`src/hdl/capture_compare_unit_pkg.sv`:
```
package capture_compare_unit_pkg;
	localparam int NCH         = 32;
	localparam int CH_PER_UNIT = 16;
	localparam int NTMR        = 4;
	localparam int TW          = 16;
	localparam int DBL_OFS     = 8;

	// register byte offsets
	localparam logic [11:0] OFS_TCTL = 12'h000;
	localparam logic [11:0] OFS_TVAL = 12'h010;
	localparam logic [11:0] OFS_TREL = 12'h020;
	localparam logic [11:0] OFS_CCFG = 12'h100;
	localparam logic [11:0] OFS_CVAL = 12'h200;
	localparam logic [11:0] OFS_CHST = 12'h300;
	localparam logic [11:0] OFS_CHEN = 12'h304;
	localparam logic [11:0] OFS_TST  = 12'h308;
	localparam logic [11:0] OFS_TMSK = 12'h30C;

	// timer control fields
	localparam int TCTL_W    = 6;
	localparam int TCTL_SEL  = 0;
	localparam int TCTL_AUX  = 3;
	localparam int TCTL_EXT  = 4;
	localparam int TCTL_RUN  = 5;

	// channel config fields
	localparam int CCFG_W    = 7;
	localparam int CCFG_MODE = 0;
	localparam int CCFG_TSEL = 3;
	localparam int CCFG_EDGE = 4;
	localparam int CCFG_DBL  = 6;

	localparam logic [TW-1:0] TMR_MAX   = 16'hFFFF;
	localparam logic [TW-1:0] TMR_RST   = 16'h0000;
	localparam logic [9:0]    PSC_BASE  = 10'h008;
	localparam logic [9:0]    PSC_ONE   = 10'h001;

	typedef enum logic [2:0] {
		CM_OFF  = 3'h0,
		CM_CAP  = 3'h1,
		CM_CMP0 = 3'h4,
		CM_CMP1 = 3'h5,
		CM_CMP2 = 3'h6,
		CM_CMP3 = 3'h7
	} ch_mode_e;

	typedef enum logic [3:0] {
		RG_NONE, RG_TCTL, RG_TVAL, RG_TREL, RG_CCFG,
		RG_CVAL, RG_CHST, RG_CHEN, RG_TST, RG_TMSK
	} region_e;
endpackage

```
`src/hdl/dual_capture_compare_array.sv`:
```
module dual_capture_compare_array (
	// clock and reset
	input  wire logic        CLK_I,
	input  wire logic        RST_N_I,
	// apb slave
	input  wire logic        PSEL_I,
	input  wire logic        PENABLE_I,
	input  wire logic        PWRITE_I,
	input  wire logic [11:0] PADDR_I,
	input  wire logic [31:0] PWDATA_I,
	output logic      [31:0] PRDATA_O,
	output logic             PREADY_O,
	output logic             PSLVERR_O,
	// channel pins
	input  wire logic [31:0] CC_PIN_I,
	output logic      [31:0] CC_PIN_O,
	output logic      [31:0] CC_PIN_OE_O,
	// count sources
	input  wire logic [1:0]  EXT_COUNT_I,
	input  wire logic        AUX_OVF_I,
	// interrupts
	output logic      [31:0] CH_IRQ_O,
	output logic             IRQ_O
);
	localparam int NCH = capture_compare_unit_pkg::NCH;
	localparam int NT  = capture_compare_unit_pkg::NTMR;
	localparam int TW  = capture_compare_unit_pkg::TW;

	function automatic capture_compare_unit_pkg::region_e decode(input logic [11:0] a);
		if (a[1:0] != 2'h0)
			return capture_compare_unit_pkg::RG_NONE;
		else if (a[11:4] == capture_compare_unit_pkg::OFS_TCTL[11:4])
			return capture_compare_unit_pkg::RG_TCTL;
		else if (a[11:4] == capture_compare_unit_pkg::OFS_TVAL[11:4])
			return capture_compare_unit_pkg::RG_TVAL;
		else if (a[11:4] == capture_compare_unit_pkg::OFS_TREL[11:4])
			return capture_compare_unit_pkg::RG_TREL;
		else if (a[11:7] == capture_compare_unit_pkg::OFS_CCFG[11:7])
			return capture_compare_unit_pkg::RG_CCFG;
		else if (a[11:7] == capture_compare_unit_pkg::OFS_CVAL[11:7])
			return capture_compare_unit_pkg::RG_CVAL;
		else if (a == capture_compare_unit_pkg::OFS_CHST)
			return capture_compare_unit_pkg::RG_CHST;
		else if (a == capture_compare_unit_pkg::OFS_CHEN)
			return capture_compare_unit_pkg::RG_CHEN;
		else if (a == capture_compare_unit_pkg::OFS_TST)
			return capture_compare_unit_pkg::RG_TST;
		else if (a == capture_compare_unit_pkg::OFS_TMSK)
			return capture_compare_unit_pkg::RG_TMSK;
		else
			return capture_compare_unit_pkg::RG_NONE;
	endfunction

	// one tick every (8 << sel) cycles from the shared free-running divider
	function automatic logic psc_tick(input logic [9:0] cnt, input logic [2:0] sel);
		logic [9:0] m;
		m = (capture_compare_unit_pkg::PSC_BASE << sel) - capture_compare_unit_pkg::PSC_ONE;
		return (cnt & m) == m;
	endfunction

	capture_compare_unit_pkg::region_e rg;
	logic                wr;
	logic                setup;
	logic [31:0]         rd_nxt;
	logic                err_nxt;
	logic [31:0]         prdata_r;
	logic                pslverr_r;

	logic [9:0]          psc_r;
	logic [1:0]          ext_s1_r;
	logic [1:0]          ext_s2_r;
	logic [1:0]          ext_s3_r;
	logic [1:0]          ext_rise;
	logic [NCH-1:0]      pin_s1_r;
	logic [NCH-1:0]      pin_s2_r;
	logic [NCH-1:0]      pin_s3_r;

	logic [capture_compare_unit_pkg::TCTL_W-1:0] tctl_r [NT];
	logic [TW-1:0]       tval_r [NT];
	logic [TW-1:0]       trel_r [NT];
	logic [NT-1:0]       tick;
	logic [NT-1:0]       tovf;
	logic [NT-1:0]       tupd_r;
	logic [NT-1:0]       tst_r;
	logic [NT-1:0]       tmsk_r;

	logic [capture_compare_unit_pkg::CCFG_W-1:0] ccfg_r [NCH];
	logic [TW-1:0]       ccval_r [NCH];
	logic [NCH-1:0]      cmp_ev;
	logic [NCH-1:0]      ev;
	logic [NCH-1:0]      chst_r;
	logic [NCH-1:0]      chen_r;
	logic [NCH-1:0]      pin_r;
	logic [NCH-1:0]      oe;

	assign rg    = decode(PADDR_I);
	assign wr    = PSEL_I & PENABLE_I & PWRITE_I;
	assign setup = PSEL_I & ~PENABLE_I;

	// read data is sampled at the setup edge so the access phase needs no wait state
	always_comb begin
		rd_nxt  = 32'h0000_0000;
		err_nxt = 1'b0;
		case (rg)
			capture_compare_unit_pkg::RG_TCTL: rd_nxt[capture_compare_unit_pkg::TCTL_W-1:0] = tctl_r[PADDR_I[3:2]];
			capture_compare_unit_pkg::RG_TVAL: rd_nxt[TW-1:0] = tval_r[PADDR_I[3:2]];
			capture_compare_unit_pkg::RG_TREL: rd_nxt[TW-1:0] = trel_r[PADDR_I[3:2]];
			capture_compare_unit_pkg::RG_CCFG: rd_nxt[capture_compare_unit_pkg::CCFG_W-1:0] = ccfg_r[PADDR_I[6:2]];
			capture_compare_unit_pkg::RG_CVAL: rd_nxt[TW-1:0] = ccval_r[PADDR_I[6:2]];
			capture_compare_unit_pkg::RG_CHST: rd_nxt = chst_r;
			capture_compare_unit_pkg::RG_CHEN: rd_nxt = chen_r;
			capture_compare_unit_pkg::RG_TST:  rd_nxt[NT-1:0] = tst_r;
			capture_compare_unit_pkg::RG_TMSK: rd_nxt[NT-1:0] = tmsk_r;
			default:             err_nxt = 1'b1;
		endcase
	end

	always_ff @(posedge CLK_I or negedge RST_N_I) begin
		if (!RST_N_I) begin
			prdata_r  <= 32'h0000_0000;
			pslverr_r <= 1'b0;
		end else if (setup) begin
			prdata_r  <= PWRITE_I ? 32'h0000_0000 : rd_nxt;
			pslverr_r <= err_nxt;
		end
	end

	assign PRDATA_O  = prdata_r;
	assign PSLVERR_O = pslverr_r;
	assign PREADY_O  = 1'b1;

	always_ff @(posedge CLK_I or negedge RST_N_I) begin
		if (!RST_N_I)
			psc_r <= 10'h000;
		else
			psc_r <= psc_r + capture_compare_unit_pkg::PSC_ONE;
	end

	// pins and count inputs are asynchronous: two flops, then a third for edges
	always_ff @(posedge CLK_I or negedge RST_N_I) begin
		if (!RST_N_I) begin
			ext_s1_r <= 2'h0;
			ext_s2_r <= 2'h0;
			ext_s3_r <= 2'h0;
			pin_s1_r <= 32'h0000_0000;
			pin_s2_r <= 32'h0000_0000;
			pin_s3_r <= 32'h0000_0000;
		end else begin
			ext_s1_r <= EXT_COUNT_I;
			ext_s2_r <= ext_s1_r;
			ext_s3_r <= ext_s2_r;
			pin_s1_r <= CC_PIN_I;
			pin_s2_r <= pin_s1_r;
			pin_s3_r <= pin_s2_r;
		end
	end

	assign ext_rise = ext_s2_r & ~ext_s3_r;

	genvar t;
	generate
		for (t = 0; t < NT; t++) begin : g_tmr
			logic wr_val;
			logic src;
			logic [2:0] sel;
			assign wr_val = wr && rg == capture_compare_unit_pkg::RG_TVAL && PADDR_I[3:2] == 2'(t);
			assign sel = tctl_r[t][capture_compare_unit_pkg::TCTL_SEL +: 3];
			// aux overflow, then external count (primary only), else prescaler
			always_comb begin
				if (tctl_r[t][capture_compare_unit_pkg::TCTL_AUX])
					src = AUX_OVF_I;
				else if ((t % 2 == 0) && tctl_r[t][capture_compare_unit_pkg::TCTL_EXT])
					src = ext_rise[t/2];
				else
					src = psc_tick(psc_r, sel);
			end
			assign tick[t] = tctl_r[t][capture_compare_unit_pkg::TCTL_RUN] & src;
			assign tovf[t] = tick[t] & ~wr_val & (tval_r[t] == capture_compare_unit_pkg::TMR_MAX);

			always_ff @(posedge CLK_I or negedge RST_N_I) begin
				if (!RST_N_I) begin
					tctl_r[t] <= '0;
					trel_r[t] <= capture_compare_unit_pkg::TMR_RST;
				end else if (wr && PADDR_I[3:2] == 2'(t)) begin
					if (rg == capture_compare_unit_pkg::RG_TCTL)
						tctl_r[t] <= PWDATA_I[capture_compare_unit_pkg::TCTL_W-1:0];
					else if (rg == capture_compare_unit_pkg::RG_TREL)
						trel_r[t] <= PWDATA_I[TW-1:0];
				end
			end

			// a software write beats a tick in the same cycle
			always_ff @(posedge CLK_I or negedge RST_N_I) begin
				if (!RST_N_I)
					tval_r[t] <= capture_compare_unit_pkg::TMR_RST;
				else if (wr_val)
					tval_r[t] <= PWDATA_I[TW-1:0];
				else if (tovf[t])
					tval_r[t] <= trel_r[t];
				else if (tick[t])
					tval_r[t] <= tval_r[t] + 16'h0001;
			end

			// marks the cycle a new timer value is first visible, so a match fires once
			always_ff @(posedge CLK_I or negedge RST_N_I) begin
				if (!RST_N_I)
					tupd_r[t] <= 1'b0;
				else
					tupd_r[t] <= tick[t] | wr_val;
			end
		end
	endgenerate

	genvar c;
	generate
		for (c = 0; c < NCH; c++) begin : g_ch
			localparam int U = c / capture_compare_unit_pkg::CH_PER_UNIT;
			capture_compare_unit_pkg::ch_mode_e mode;
			logic [1:0]    ti;
			logic [1:0]    edg;
			logic          rise;
			logic          fall;
			logic          cap_ev;
			logic          hit;
			logic          once;
			logic          fired_r;
			logic          partner;
			assign mode = capture_compare_unit_pkg::ch_mode_e'(ccfg_r[c][capture_compare_unit_pkg::CCFG_MODE +: 3]);
			assign ti   = {U[0], ccfg_r[c][capture_compare_unit_pkg::CCFG_TSEL]};
			assign edg  = ccfg_r[c][capture_compare_unit_pkg::CCFG_EDGE +: 2];
			assign rise = pin_s2_r[c] & ~pin_s3_r[c];
			assign fall = ~pin_s2_r[c] & pin_s3_r[c];
			assign cap_ev = (mode == capture_compare_unit_pkg::CM_CAP) &
				((edg[0] & rise) | (edg[1] & fall));
			assign hit  = mode[2] & tupd_r[ti] & (ccval_r[c] == tval_r[ti]);
			assign once = (mode == capture_compare_unit_pkg::CM_CMP2) | (mode == capture_compare_unit_pkg::CM_CMP3);
			assign cmp_ev[c] = hit & ~(once & fired_r);
			assign ev[c] = cap_ev | cmp_ev[c];
			assign oe[c] = (mode == capture_compare_unit_pkg::CM_CMP1) | (mode == capture_compare_unit_pkg::CM_CMP3);

			if ((c % capture_compare_unit_pkg::CH_PER_UNIT) < capture_compare_unit_pkg::DBL_OFS) begin : g_dbl
				assign partner = ccfg_r[c][capture_compare_unit_pkg::CCFG_DBL] & cmp_ev[c + capture_compare_unit_pkg::DBL_OFS];
			end else begin : g_nodbl
				assign partner = 1'b0;
			end

			// once-per-period lock, freed by the assigned timer's overflow
			always_ff @(posedge CLK_I or negedge RST_N_I) begin
				if (!RST_N_I)
					fired_r <= 1'b0;
				else if (tovf[ti])
					fired_r <= 1'b0;
				else if (cmp_ev[c] & once)
					fired_r <= 1'b1;
			end

			always_ff @(posedge CLK_I or negedge RST_N_I) begin
				if (!RST_N_I)
					ccfg_r[c] <= '0;
				else if (wr && rg == capture_compare_unit_pkg::RG_CCFG && PADDR_I[6:2] == 5'(c))
					ccfg_r[c] <= PWDATA_I[capture_compare_unit_pkg::CCFG_W-1:0];
			end

			// a capture beats a software write in the same cycle
			always_ff @(posedge CLK_I or negedge RST_N_I) begin
				if (!RST_N_I)
					ccval_r[c] <= capture_compare_unit_pkg::TMR_RST;
				else if (cap_ev)
					ccval_r[c] <= tval_r[ti];
				else if (wr && rg == capture_compare_unit_pkg::RG_CVAL && PADDR_I[6:2] == 5'(c))
					ccval_r[c] <= PWDATA_I[TW-1:0];
			end

			// pin level is kept across mode changes; only the enable follows the mode
			always_ff @(posedge CLK_I or negedge RST_N_I) begin
				if (!RST_N_I)
					pin_r[c] <= 1'b0;
				else if (mode == capture_compare_unit_pkg::CM_CMP1 && (cmp_ev[c] || partner))
					pin_r[c] <= ~pin_r[c];
				else if (mode == capture_compare_unit_pkg::CM_CMP3 && cmp_ev[c])
					pin_r[c] <= 1'b1;
				else if (mode == capture_compare_unit_pkg::CM_CMP3 && tovf[ti])
					pin_r[c] <= 1'b0;
			end
		end
	endgenerate

	assign CC_PIN_O    = pin_r;
	assign CC_PIN_OE_O = oe;

	// sticky flags: a new event wins over a write-one-to-clear
	always_ff @(posedge CLK_I or negedge RST_N_I) begin
		if (!RST_N_I) begin
			chst_r <= 32'h0000_0000;
			tst_r  <= 4'h0;
		end else begin
			chst_r <= (chst_r & ~((wr && rg == capture_compare_unit_pkg::RG_CHST) ? PWDATA_I : 32'h0000_0000))
				| ev;
			tst_r  <= (tst_r & ~((wr && rg == capture_compare_unit_pkg::RG_TST) ? PWDATA_I[NT-1:0] : 4'h0))
				| tovf;
		end
	end

	always_ff @(posedge CLK_I or negedge RST_N_I) begin
		if (!RST_N_I) begin
			chen_r <= 32'h0000_0000;
			tmsk_r <= 4'h0;
		end else if (wr && rg == capture_compare_unit_pkg::RG_CHEN) begin
			chen_r <= PWDATA_I;
		end else if (wr && rg == capture_compare_unit_pkg::RG_TMSK) begin
			tmsk_r <= PWDATA_I[NT-1:0];
		end
	end

	assign CH_IRQ_O = chst_r & chen_r;
	assign IRQ_O    = (|(chst_r & chen_r)) | (|(tst_r & tmsk_r));
endmodule

```
`config.mk`:
```
export PLATFORM = sky130hd
export DESIGN_NAME = dual_capture_compare_array
export DESIGN_NICKNAME = d
export VERILOG_FILES = /design/src/hdl/capture_compare_unit_pkg.sv /design/src/hdl/dual_capture_compare_array.sv
export SDC_FILE = /design/constraint.sdc
export NUM_CORES = 2
export LEC_CHECK = 0
export BUFFER_PORTS_ARGS = -buffer_cell sky130_fd_sc_hd__buf_2
export CAP_MARGIN = 20
export CORE_ASPECT_RATIO = 2
export CORE_MARGIN = 3
export CORE_UTILIZATION = 45
export CTS_CLUSTER_DIAMETER = 100
export DETAILED_ROUTE_END_ITERATION = 8
export PLACE_DENSITY_LB_ADDON = 0.08
export SETUP_SLACK_MARGIN = 0.4
export SLEW_MARGIN = 5
export SYNTH_ARGS = -nofsm -noshare
export SYNTH_HDL_FRONTEND = slang
export SYNTH_SLANG_ARGS = --single-unit
```
`constraint.sdc`:
```
create_clock -name CLK_I -period 5.65 [get_ports CLK_I]
set_clock_uncertainty 0.05 [all_clocks]
set_input_delay 0.2825 -clock CLK_I [delete_from_list [all_inputs] [get_ports CLK_I]]
set_output_delay 0.2825 -clock CLK_I [all_outputs]
set_load 0.1 [all_outputs]
```
==> impl_metrics.toml <==
[cts]
path_clk_slew_ns = 0.07
cts.path.max_buffers = 3
cts_tree = "yes"
cts.sinks = 1173
h-tree-depth = 3
cts_root_buf = "clkbuf_16"
insertion_delay_ns = 0.81
cts_buffers = 116
post-cts-setup-buffers = 0

[timing]
tightest_slew_ns = 1.31
rsz0062_at_grt = "false"
holdWs_ns = -0.0213
fin_ws_ns = 1.26
max_slew_margin = 0.126
hold_viol_final = 5
setup_viol = 0
fmax_mhz = 228
finalMaxSlewViolations = 0
min_period_over_period = 0.776
period_needed_ns = 4.39
tns_ns = 0

[finish]
final_net_count = 7046
fin_util = 0.507
drive_above_1_share = 0.204
area_delta_synth_final_pct = 11.9
final_common_cell = "mux2i_1"
nFillCells = 14699
layout_common_cells = "mux2i_1 (1189), dfrtp_1 (1165), nand2_1 (752)"

[worst_setup_path]
cpMostUsedCell = "mux2i_1"
crit_chain = "mux2i_1 > xnor2_1 > nor4_1 > nand3_1 > o22ai_1 > mux2i_1 > nor3_1"
cp_data_arrival_time_ns = 5.06
crit_required_ns = 6.32
critPathKind = "flip-flop to flip-flop"
cp_max_fo = 15
crit_path_end_kind = "flip-flop"
cpPeakStageDelay_ns = 1.07
slowest_stage = "dfrtp_1"
start_kind = "flip-flop"
worst-path-buf-inv = 0
crit_family = "simple AND/OR/NAND/NOR gates"

[yosys]
ys_seq_area_frac = 0.402
synth_edf_count = 0
syn_inst = 6883
synth_area_um2 = 73100
synth-main-ff-cell = "dfrtp_1"
ys_warn_count = 0
avgSynthCellArea_um2 = 10.6
yosys.cell_types.count = 80
ys_seq_elements = 1173
async_reset_ff_frac = 1.00
syn_nets = 6972

[grt]
grt_util_met3 = 0.107
track_usage = 0.425
grt_pass1_vias = 61957
grt_busiest_layer = "met2"
overflow = 0
grt_max_degree = 138
grt.met2_usage = 0.702
antenna_found_initial = 39
use_met1 = 0.421
grt_pass1_wl_um = 500000

[power]
power-per-cell-area_nw_per_um2 = 225
ir_worst_vdd_v = 0.000395
p_leak_nw = 31.8

[floorplanning]
die_w_um = 291
boundaryPins = 215
fp.coreArea_um2 = 161000
num_rows = 208
die-height_um = 576
initial_core_util = 0.454
design.die.area_um2 = 168000

[detailed_routing]
ant_nets = 0
drc = 0
drt_first_pass_iters = 6
wl_per_cell_um = 39.3
drt-initial-drc-count = 6104
finalWirelength_um = 361000
viasPerCell = 6.67
routed-via-count = 61212

[place]
dp_hpwl_um = 261000
io_buffer_count = 213
place_ws_ns = 1.48
gp_congestion = 1.08

[job]
maxCapViolations = 0

[min_path]
min_path_type = "input port to async pin"

[outcome]
outcome = "complete, but fails checks"
violations = "negative hold slack"
-- worst register-to-register path, stage by stage, from the launching register on --
cell and delay [ns]:
dfrtp_1 1.07, mux2i_1 0.28, xnor2_1 0.20, nor4_1 0.95, nand3_1 0.83, o22ai_1 0.59
mux2i_1 0.13, nor3_1 0.21
-- power by group --
| group | total, mW | internal, mW | switching [mW] |
|---|---|---|---|
| sequential | 8.51 | 8.45 | 0.0673 |
| clock | 8.73 | 4.83 | 3.90 |
| combinational | 1.16 | 0.286 | 0.871 |
-- kinds of logic after synthesis --
kind of cell / synth area share
AO/OA/AOI/OAI: 0.0865
XOR/XNOR: 0.0653
adder cells (fa/ha/maj): 0.000856
buffers and inverters: 0.0378
flip-flops: 0.402
multiplexers: 0.296
other: 0.0000513
AND/OR/NAND/NOR: 0.112
-- synthesized netlist by cell type (17+ instances only) --
cell	number	area, µm²
nor2_1	230	863
nor3_1	71	355
nor2_2	21	131
a31oi_1	50	313
nor2_8	18	360
clkbuf_1	386	1450
inv_1	84	315
dfrtp_1	1173	29400
buf_2	75	375
a2111oi_0	17	149
nor4b_1	18	158
buf_1	87	327
a211oi_1	26	195
a22oi_1	32	240
mux2_2	370	4170
nor4_1	138	863
a21oi_1	134	671
and3_1	20	125
o211ai_1	29	218
o21ai_0	512	2560
a221o_1	20	200
a211o_1	35	307
and2_1	58	363
xor2_1	30	263
nand3b_1	73	548
o22ai_1	25	156
nand4_1	58	363
xnor2_1	515	4510
nand3_1	94	470
mux4_2	248	5590
nor2b_1	19	119
o31a_1	20	175
nand2_1	752	2820
a21o_1	23	173
mux2i_1	1189	11900
o21ai_1	32	160
-- metal layers --
| layer | vias up | share of wire |
|---|---|---|
| met1 | 31406 | 0.32 |
| met5 | - | 0.00020 |
| li1 | 25018 | - |
| met2 | 3316 | 0.48 |
| met3 | 1462 | 0.073 |
| met4 | 10 | 0.13 |
-- worst paths after layout --
check | start | end | slack (ns) | cells past startpoint
worst max register to register | tval_r[35] | CC_PIN_O[4] | 1.26 | 7
max in group asynchronous | RST_N_I | pin_s2_r[28] | 3.79 | 4
worst max-delay path | tval_r[35] | CC_PIN_O[4] | 1.26 | 7
worst min-delay path | RST_N_I | ccval_r[301] | -0.02 | 2
min in group CLK_I | PWDATA_I[3] | chst_r[3] | 0.02 | 3
worst min register to register | pin_s1_r[17] | pin_s2_r[17] | 0.30 | 0
-- sequential cells by signal (all words and copies together) (netlist names), 64 cells and up --
register / cells
ccfg_r: 224
tval_r: 64
trel_r: 64
ccval_r: 512
-- per-stage QoR --
| stage | total power, mW | instance area [µm²] | hold slack, ns | cells |
|---|---|---|---|---|
| floorplan | 9.14 | 73100 | -0.0631 | 6883 |
| global placement | 9.75 | 76700 | 0.277 | 8864 |
| detailed placement | 9.76 | 76700 | 0.270 | 8865 |
| CTS | 18.4 | 81400 | 0.0233 | 9135 |
| global route | 18.8 | 81700 | 0.0240 | 9162 |
| finish | 18.4 | 81800 | -0.0213 | 9182 |
-- layout make-up --
type / instances / area [µm²] / area share
sequential: 1173 / 29400 / 0.359
multi-input combinational: 5052 / 41300 / 0.506
clock buffer: 159 / 3290 / 0.0402
tap: 2100 / 2630 / 0.0321
antenna: 27 / 67.6 / 0.000826
clock inverter: 57 / 856 / 0.0105
inverter: 84 / 315 / 0.00386
timing repair buffer: 530 / 3910 / 0.0478
-- timing repair --
item | in CTS | in global routing
hold endpoints to repair | 165 | 0
hold buffers | 54 | 0
setup endpoints to repair | 0 | 0
gates resized for setup | 0 | 0
Power figures use the tool's default switching activity.
